File: config.mk
export PLATFORM = sky130hd
export DESIGN_NAME = spbt_decoder
export DESIGN_NICKNAME = d
export VERILOG_FILES = /design/src/rtl/spbt_pkg.sv /design/src/rtl/spbt_decoder.sv
export VERILOG_INCLUDE_DIRS = /design/src /design/src/rtl
export SDC_FILE = /design/constraint.sdc
export NUM_CORES = 1
export LEC_CHECK = 0
export BUFFER_PORTS_ARGS = -buffer_cell sky130_fd_sc_hd__buf_2
export CAP_MARGIN = 20
export CORE_MARGIN = 4
export CORE_UTILIZATION = 46
export CTS_CLUSTER_DIAMETER = 40
export DETAILED_ROUTE_END_ITERATION = 10
export PLACE_DENSITY = 0.64
export SETUP_SLACK_MARGIN = 0.1
export SYNTH_ARGS = -nofsm -noshare
export SYNTH_HDL_FRONTEND = slang
export SYNTH_SLANG_ARGS = --single-unit
File: constraint.sdc
create_clock -name i_clk_sys -period 5.7 [get_ports i_clk_sys]
set_input_delay 1.14 -clock i_clk_sys [delete_from_list [all_inputs] [get_ports i_clk_sys]]
set_output_delay 1.14 -clock i_clk_sys [all_outputs]
set_load 0.05 [all_outputs]
File: src/rtl/spbt_defs.svh
// timing constants for the one-pin serial bit decoder
// assumes a 40 MHz system clock; every count is derived from a time in ns
//
// Notes on behaviour
// - low at least twice high decodes zero
// - high at least twice low decodes one
// - acknowledge low 400..520 us, valid within 2 us
// - acknowledge only sinks line, open drain
// - power save within 520 us of fall
// - static high line forces fixed PWM
`ifndef SPBT_DEFS_SVH
`define SPBT_DEFS_SVH

`define SPBT_CLK_PERIOD_NS      25
// least phase time, rounds up
`define SPBT_PHASE_MIN_NS       2000
`define SPBT_PHASE_MIN_CYC      ((`SPBT_PHASE_MIN_NS + `SPBT_CLK_PERIOD_NS - 1) / `SPBT_CLK_PERIOD_NS)
// longest second phase, rounds down
`define SPBT_PHASE_MAX_NS       400000
`define SPBT_PHASE_MAX_CYC      (`SPBT_PHASE_MAX_NS / `SPBT_CLK_PERIOD_NS)
// acknowledge length, target inside 400..520 us
`define SPBT_ACK_NS             460000
`define SPBT_ACK_CYC            (`SPBT_ACK_NS / `SPBT_CLK_PERIOD_NS)
// power save timeout, inside 520 us, rounds down; entered as it runs out
`define SPBT_SAVE_NS            500000
`define SPBT_SAVE_CYC           (`SPBT_SAVE_NS / `SPBT_CLK_PERIOD_NS)
// counter width covers the largest count
`define SPBT_CNT_W              15

`endif

File: src/rtl/spbt_pkg.sv
// types shared by the one-pin serial bit decoder
// assumes nothing beyond the defs header
package spbt_pkg;

   // receive state machine
   typedef enum logic [1:0] {
      SPBT_IDLE = 2'b00,
      SPBT_HIGH = 2'b01,
      SPBT_LOW  = 2'b10,
      SPBT_ACK  = 2'b11
   } spbt_state_type;

   // decoded bit as handed to frame logic
   typedef struct packed {
      logic valid;
      logic value;
   } spbt_bit_type;

   // open-drain pin: level and enable
   typedef struct packed {
      logic out;
      logic oe;
   } spbt_pin_type;

endpackage : spbt_pkg

File: src/rtl/spbt_decoder.sv
// bit timing decoder for the shared mode/serial pin
// assumes the pin input is already synchronous to i_clk_sys
`timescale 1ns/100ps
`include "spbt_defs.svh"

module spbt_decoder #(
   parameter int unsigned PHASE_MIN = `SPBT_PHASE_MIN_CYC,
   parameter int unsigned PHASE_MAX = `SPBT_PHASE_MAX_CYC,
   parameter int unsigned ACK_CYC   = `SPBT_ACK_CYC,
   parameter int unsigned SAVE_CYC  = `SPBT_SAVE_CYC
) (
   // clock and reset
   input  wire logic                i_clk_sys,
   input  wire logic                i_arst_n,
   // serial pin
   input  wire logic                i_line,
   output spbt_pkg::spbt_pin_type   o_line,
   // frame logic side
   input  wire logic                i_ack_req,
   output spbt_pkg::spbt_bit_type   o_bit,
   // mode
   output logic                     o_power_save,
   output logic                     o_forced_pwm
);
   import spbt_pkg::*;

   localparam int W = `SPBT_CNT_W;

   // ----------------------------------------
   // state
   // ----------------------------------------
   spbt_state_type         state_q, state_d;
   logic [W-1:0]           first_q, first_d;   // length of first phase
   logic [W-1:0]           cnt_q, cnt_d;       // current phase length
   logic                   open_q, open_d;     // a first phase waits for its pair
   logic                   line_edge;          // pin level differs from last sample
   logic                   line_q;
   spbt_bit_type           bit_q, bit_d;
   spbt_pin_type           pin_q, pin_d;
   logic [W-1:0]           low_q, low_d;       // low time since last fall
   logic                   save_q, save_d;
   logic                   pwm_q, pwm_d;
   logic [W-1:0]           high_q, high_d;     // static high time

   // ----------------------------------------
   // next state
   // ----------------------------------------
   // one decode per two phases; the ratio test is done at the phase edge.
   // every finished phase is tried first as the second half of an open
   // pair; if that fails it may open a new pair itself. this sliding view
   // means an idle high longer than half the following low cannot swallow a one bit.
   always_comb begin
      state_d   = state_q;
      first_d   = first_q;
      cnt_d     = cnt_q;
      open_d    = open_q;
      bit_d     = '0;
      pin_d     = pin_q;
      line_edge = (i_line != line_q);
      case (state_q)
         SPBT_IDLE, SPBT_LOW, SPBT_HIGH: begin
            // phase length, saturates so a long idle never wraps
            if (cnt_q != {W{1'b1}}) begin
               cnt_d = cnt_q + W'(1);
            end
            if (line_edge) begin
               // the edge cycle itself counts as the first cycle of the phase
               cnt_d   = W'(1);
               state_d = i_line ? SPBT_HIGH : SPBT_LOW;
               if (open_q && cnt_q >= {first_q[W-2:0], 1'b0}
                   && cnt_q <= W'(PHASE_MAX)) begin
                  // long low after high decodes zero
                  // long high after low decodes one
                  bit_d  = '{valid: 1'b1, value: line_q};
                  open_d = 1'b0;
               end else if (cnt_q >= W'(PHASE_MIN)
                            && cnt_q <= W'(PHASE_MAX / 2)) begin
                  // first phase 2..200 us opens a pair
                  open_d  = 1'b1;
                  first_d = cnt_q;
               end else begin
                  // too short or too long to start a bit
                  open_d = 1'b0;
               end
            end else if (cnt_q > W'(PHASE_MAX)) begin
               // long static level ends the stream
               state_d = SPBT_IDLE;
               open_d  = 1'b0;
            end
            // frame logic may ask for an acknowledge in any state but SPBT_ACK
            if (i_ack_req) begin
               state_d = SPBT_ACK;
               pin_d   = '{out: 1'b0, oe: 1'b1};
               cnt_d   = '0;
               open_d  = 1'b0;
            end
         end
         SPBT_ACK: begin
            // hold low for fixed ack length
            cnt_d = cnt_q + W'(1);
            if (cnt_q >= W'(ACK_CYC - 1)) begin
               pin_d   = '{out: 1'b0, oe: 1'b0};
               state_d = SPBT_IDLE;
               cnt_d   = '0;
            end
         end
         default: begin
            state_d = SPBT_IDLE;
            pin_d   = '{out: 1'b0, oe: 1'b0};
         end
      endcase
   end

   // ----------------------------------------
   // mode tracking
   // ----------------------------------------
   // own ack low does not count as host low, or an ack would
   // eventually look like a request for power save
   always_comb begin
      low_d  = '0;
      high_d = '0;
      save_d = save_q;
      pwm_d  = pwm_q;
      if (!i_line && !pin_q.oe) begin
         low_d = (low_q == {W{1'b1}}) ? low_q : low_q + W'(1);
         if (low_q >= W'(SAVE_CYC - 1)) begin
            save_d = 1'b1;
            pwm_d  = 1'b0;
         end
      end
      if (i_line) begin
         high_d = (high_q == {W{1'b1}}) ? high_q : high_q + W'(1);
         if (high_q >= W'(PHASE_MAX)) begin
            pwm_d  = 1'b1;
            save_d = 1'b0;
         end
      end
   end

   // ----------------------------------------
   // registers
   // ----------------------------------------
   always_ff @(posedge i_clk_sys or negedge i_arst_n) begin
      if (!i_arst_n) begin
         state_q    <= SPBT_IDLE;
         first_q    <= '0;
         cnt_q      <= '0;
         open_q     <= 1'b0;
         line_q     <= 1'b1;
         bit_q      <= '0;
         pin_q      <= '0;
         low_q      <= '0;
         high_q     <= '0;
         save_q     <= 1'b1;   // light-load default until a static high forces PWM
         pwm_q      <= 1'b0;
      end else begin
         state_q    <= state_d;
         first_q    <= first_d;
         cnt_q      <= cnt_d;
         open_q     <= open_d;
         line_q     <= i_line;
         bit_q      <= bit_d;
         pin_q      <= pin_d;
         low_q      <= low_d;
         high_q     <= high_d;
         save_q     <= save_d;
         pwm_q      <= pwm_d;
      end
   end

   // ----------------------------------------
   // outputs
   // ----------------------------------------
   // outputs straight from flops, no logic after the registers
   assign o_line       = pin_q;
   assign o_bit        = bit_q;
   assign o_power_save = save_q;
   assign o_forced_pwm = pwm_q;

endmodule : spbt_decoder

After elaboration in Yosys (flattened, before gate mapping)
Index checks and enable logic that the tools add are counted.

Register bits after elaboration: 69. Latch bits: 0. RAM bits: 0. ROM bits: 0. Bits of input ports: 4. Word-level logic and storage cells: 84. Memories: 0.

$add $sub $neg: 3. Multiply operators: 0. Div/mod/pow operators: 0. $lt $le $gt $ge: 8. Eq/ne operators: 13. Shift operators: 0. Multiplexer cells: 33. Bitwise logic cells: 1. Reductions and logical operators: 13.

Operator list (number): 15-bit two-way mux (8); 15-bit by 1-bit adder with 15-bit output (second input constant) (3); 15-bit == test (second input constant) (2); 15-bit >= comparator (second input constant) (2); 15-bit one-hot mux with 2 select lines (1); 2-bit two-way mux (9); 15-bit by 14-bit >= comparator with 1-bit output (second input constant) (1); 15-bit >= comparator (1); 15-bit by 7-bit >= comparator with 1-bit output (second input constant) (1); 15-bit by 14-bit greater-than comparator with 1-bit output (second input constant) (1); 15-bit by 13-bit <= comparator with 1-bit output (second input constant) (1); 15-bit by 14-bit <= comparator with 1-bit output (second input constant) (1); 15-bit != test (second input constant) (1); 1-bit two-way mux (13); 2-bit != test (second input constant) (4); 4-bit != test (second input constant) (2); 2-bit one-hot mux with 2 select lines (2); 2-bit AND reduction (3); 2-bit == test (second input constant) (2); 1-bit logical AND (4); 4-bit AND reduction (1); 3-bit nonzero test (1); 3-bit OR reduction (1); 2-bit by 1-bit == test with 1-bit output (second input constant) (1); 4 further kinds (5).

Logic depth before layout (Yosys ltp)
Depth after elaboration: 6. Mapped depth: 10. Mapped depth without buffers: 8.

Least setup slack after synthesis
OpenSTA, ideal clock, no wires.

Kind: input to register. Start: input i_line. End: register first_q[0]. Setup time: 0.125 ns. Arrival time: 2.998 ns. Data required time: 5.575 ns. Path slack: 2.577 ns. Stages: 10. Cell sequence: clkbuf_1 -> inv_1 -> clkbuf_1 -> ha_1 -> nor3_1 -> nand3_1 -> nor2b_4 -> buf_6 -> buf_12 -> mux2_4.

Longest elaborated chain between the ends: 2.

RTL lines: start, declared (line spbt_decoder.sv:16) `input wire logic i_line,`; 1-bit != test (line spbt_decoder.sv:59) `line_edge = (i_line != line_q);`; 4-bit AND reduction (no line); end signal, assigned (line spbt_decoder.sv:158) `first_q <= first_d;`; end, declared (line spbt_decoder.sv:33) `logic [W-1:0] first_q, first_d;`.

No other way between the ends. A chain may end at the register's enable or synchronous reset.

Worst setup path in the final report
Start: register cnt_q[0]. End: register cnt_q[1].

Longest elaborated chain between the ends: 5.

RTL lines: start, declared (line spbt_decoder.sv:34) `logic [W-1:0] cnt_q, cnt_d;`; start signal, assigned (line spbt_decoder.sv:159) `cnt_q <= cnt_d;`; 15-bit by 1-bit adder with 15-bit output (line spbt_decoder.sv:64, spbt_decoder.sv:100); 15-bit two-way mux (line spbt_decoder.sv:63) `if (cnt_q != {W{1'b1}}) begin`; 15-bit two-way mux (line spbt_decoder.sv:66) `if (line_edge) begin`; 15-bit two-way mux (line spbt_decoder.sv:91) `if (i_ack_req) begin`; 15-bit one-hot mux with 2 select lines (line spbt_decoder.sv:60) `case (state_q)`.

Several ways; a longest one is shown, not always the timed one. The select of a mux whose other input is x is not followed.

==> load_flow_metrics.sql <==
INSERT INTO impl_metrics (metric_group, metric, value, unit) VALUES
('run_status', 'outcome', 'completed', ''),
('sta', 'final.setup.tns', '0', 'ps'),
('drt', 'drc', '0', ''),
('floorplanning', 'io_pins', '10', ''),
('sta', 'post-route-period-util', '55.6', '%'),
('sta', 'setup_violating_endpoint_count_in_the_final_report', '0', ''),
('cells_and_area', 'fillcell_total', '728', ''),
('floorplanning', 'standard_cell_row_count', '32', ''),
('sta', 'finClkSkew', '13.9', 'ps'),
('clock_network', 'insertion_delay', '350', 'ps'),
('worst_setup_path', 'startpoint_types', 'flop', ''),
('drt', 'routed_via_density', '5.40', ''),
('drt', 'detail_route.wl_per_cell', '14.3', 'um'),
('sta', 'timing_hold_violations_final', '0', ''),
('place', 'routability_cong', '0.799', ''),
('synthesis', 'synth_area', '0.00374', 'mm^2'),
('clock_network', 'cts.hold.buffers_added', '0', ''),
('sta', 'final-max-slew-violation-count', '0', ''),
('grt', 'grt_pass1_vias', '2679', ''),
('grt', 'global_route.usage.total', '16.3', '%'),
('drt', 'vias', '2705', ''),
('sta', 'max_clock_freq', '315', 'MHz'),
('floorplanning', 'total_die_area', '0.00963', 'mm^2'),
('sta', 'setup_repair_after_global_routing_missed_its_margin', 'false', ''),
('worst_setup_path', 'cp-startpoint', 'cnt_q[0]$_DFFE_PN0P_', ''),
('drt', 'route.final.wire_length', '7170', 'um'),
('synthesis', 'yosysWarningCount', '0', ''),
('clock_network', 'ctsResizeCount', '0', ''),
('place', 'postPlaceCellArea', '0.00382', 'mm^2'),
('run', 'max_cap_violations', '0', ''),
('clock_network', 'cts.root.buffer_cell', 'clkbuf_8', ''),
('clock_network', 'clock_transition_at_the_registers_of_the_reported_paths', '80', 'ps'),
('synthesis', 'synth_flop_cell', 'dfrtp_1', ''),
('worst_setup_path', 'timing_worst_setup_path_type', 'flop to flop', ''),
('worst_setup_path', 'timing_endpoint_of_the_critical_path', 'cnt_q[1]$_DFFE_PN0P_', ''),
('grt', 'grt_start_max_net_pins', '69', ''),
('worst_setup_path', 'critical_path_capture_point_type', 'flop', ''),
('worst_setup_path', 'timing.critical_path.arrival', '3340', 'ps'),
('clock_network', 'cts_post_setup_buffers_inserted', '0', ''),
('cells_and_area', 'areaGrowthSynthToFinish', '7.23', '%'),
('clock_network', 'tritoncts_num_sinks', '68', ''),
('synthesis', 'synth_top_area_share', '44.2', '%'),
('grt', 'grt_antenna_before_repair', '0', ''),
('cells_and_area', 'antennaDiodeCount', '0', ''),
('power_and_ir_drop', 'power.leakage', '1.78', 'nW'),
('synthesis', 'most_frequently_used_cell_type_in_the_post_synthesis_netlist', 'dfrtp_1', ''),
('synthesis', 'synth.net_count', '415', ''),
('clock_network', 'tritoncts', 'yes', ''),
('drt', 'drtPass1Iterations', '4', ''),
('worst_setup_path', 'rr_endpoint', 'cnt_q[1]$_DFFE_PN0P_', ''),
('synthesis', 'seq_area_frac_synth', '45.6', '%'),
('drt', 'final_antenna_net_count', '0', ''),
('synthesis', 'synth_top_cell_by_area', 'dfrtp_1', ''),
('grt', 'grt_first_pass_wirelength', '12900', 'um'),
('place', 'placement.io_buffers', '8', ''),
('worst_setup_path', 'worstReg2RegStart', 'cnt_q[0]$_DFFE_PN0P_', ''),
('hold_path', 'hp-start', 'o_power_save$_DFF_PN1_', ''),
('worst_setup_path', 'r2r.worst_path.cells', '7', ''),
('synthesis', 'post_synth.cell_area_avg', '9.56', 'um^2'),
('clock_network', 'cts.path.max_buffers', '2', ''),
('floorplanning', 'core-area', '0.00781', 'mm^2'),
('grt', 'globalRouteOverflowTotal', '0', ''),
('power_and_ir_drop', 'max-vdd-ir-drop', '0.201', 'mV'),
('hold_path', 'worst_hold_path_type', 'flop to flop', ''),
('floorplanning', 'x_dimension_of_the_die', '98.1', 'um'),
('worst_setup_path', 'worstPathMaxFanout', '14', ''),
('sta', 'worst-slew-pin-transition', '1150', 'ps'),
('worst_setup_path', 'regToRegSetupSlack', '2530', 'ps'),
('clock_network', 'tritoncts_buffers', '9', ''),
('cells_and_area', 'drive_above_1_share', '10.8', '%'),
('clock_network', 'htree_num_levels', '3', '');
[flip-flops by register name (all words and copies together) (netlist names)]
register      flops
line_q            1
o_line            1
open_q            1
state_q           2
o_bit             2
low_q            15
o_power_save      1
first_q          14
high_q           15
cnt_q            15
o_forced_pwm      1
[report_power, final]
group          leakage, nW  total, mW  internal (mW)  switching (mW)
Clock               0.0927      0.391          0.202           0.189
Sequential           0.919      0.535          0.503          0.0320
Combinational        0.764      0.127         0.0419          0.0851
[cell families (layout without fill, tap and decap cells)]
| group | Yosys count | in the layout | share of synthesized area [%] |
|---|---|---|---|
| AOI/OAI and AO/OA | 54 | 54 | 9.01 |
| muxes | 16 | 16 | 5.49 |
| adders and majority gates | 20 | 20 | 6.70 |
| xor gates and xnor gates | 27 | 27 | 6.33 |
| DFF | 68 | 68 | 45.6 |
| other | 1 | 1 | 0.100 |
| buffers and inverters | 40 | 48 | 4.89 |
| and+or+nand+nor | 165 | 165 | 21.9 |
[worst min path at each step]
stage                              end  slack [ps]  cells after the start
4_1_cts         o_power_save$_DFF_PN1_         480                      2
3_3_place_gp    o_power_save$_DFF_PN1_         450                      2
5_1_grt        first_q[13]$_DFFE_PN0P_         510                      2
2_1_floorplan  first_q[13]$_DFFE_PN0P_         460                      2
3_5_place_dp    o_power_save$_DFF_PN1_         460                      2
6_report        o_power_save$_DFF_PN1_         480                      2
[worst max-delay path, cell delays in order, from the launching register on]
cell and delay, ps:
dfrtp_1 540, ha_1 430, a21o_1 130, a41oi_1 130
o31ai_1 570, nand2_1 150, a22oi_1 920, o22ai_1 140
[through the flow]
stage	std cells	utilization [%]	power [mW]	setup WS (ps)	hold slack [ps]
2_1_floorplan	391	-	0.631	2580	464
3_3_place_gp	485	48.9	0.664	2340	446
3_5_place_dp	485	48.9	0.670	2260	463
4_1_cts	501	51.3	1.07	2570	476
5_1_grt	501	51.3	1.11	2240	507
6_report	501	51.3	1.05	2530	479
[cell type report]
type / count / area, um^2 / share of cell area, %
multi-input combinational: 283 / 1850 / 46.2
sequential: 68 / 1700 / 42.5
clock buffer: 10 / 128 / 3.18
tap: 102 / 128 / 3.18
inverter: 23 / 86.3 / 2.15
clock inverter: 6 / 63.8 / 1.59
timing repair buffer: 9 / 47.5 / 1.19
[layer usage]
layer / vias up / wire [um] / GRT usage (%)
met5: - / 0 / 0
met2: 34 / 3260 / 25.0
met1: 1299 / 3570 / 22.4
met3: 9 / 252 / 4.57
met4: 0 / 87 / 5.46
li1: 1363 / - / -
[layout by cell type, fill, tap and decap left out, drive strengths merged, types with 4 or more instances in the layout]
cell	count
a21oi	14
a31oi	5
and3	7
buf	9
clkbuf	10
dfrtp	66
ha	20
inv	24
mux2	12
mux2i	4
nand2	31
nand2b	4
nand3	22
nand4	14
nor2	49
nor3	12
nor4	4
o21ai	17
or3	5
xnor2	8
xor2	19
No activity file was read; power rests on OpenSTA's default activity.
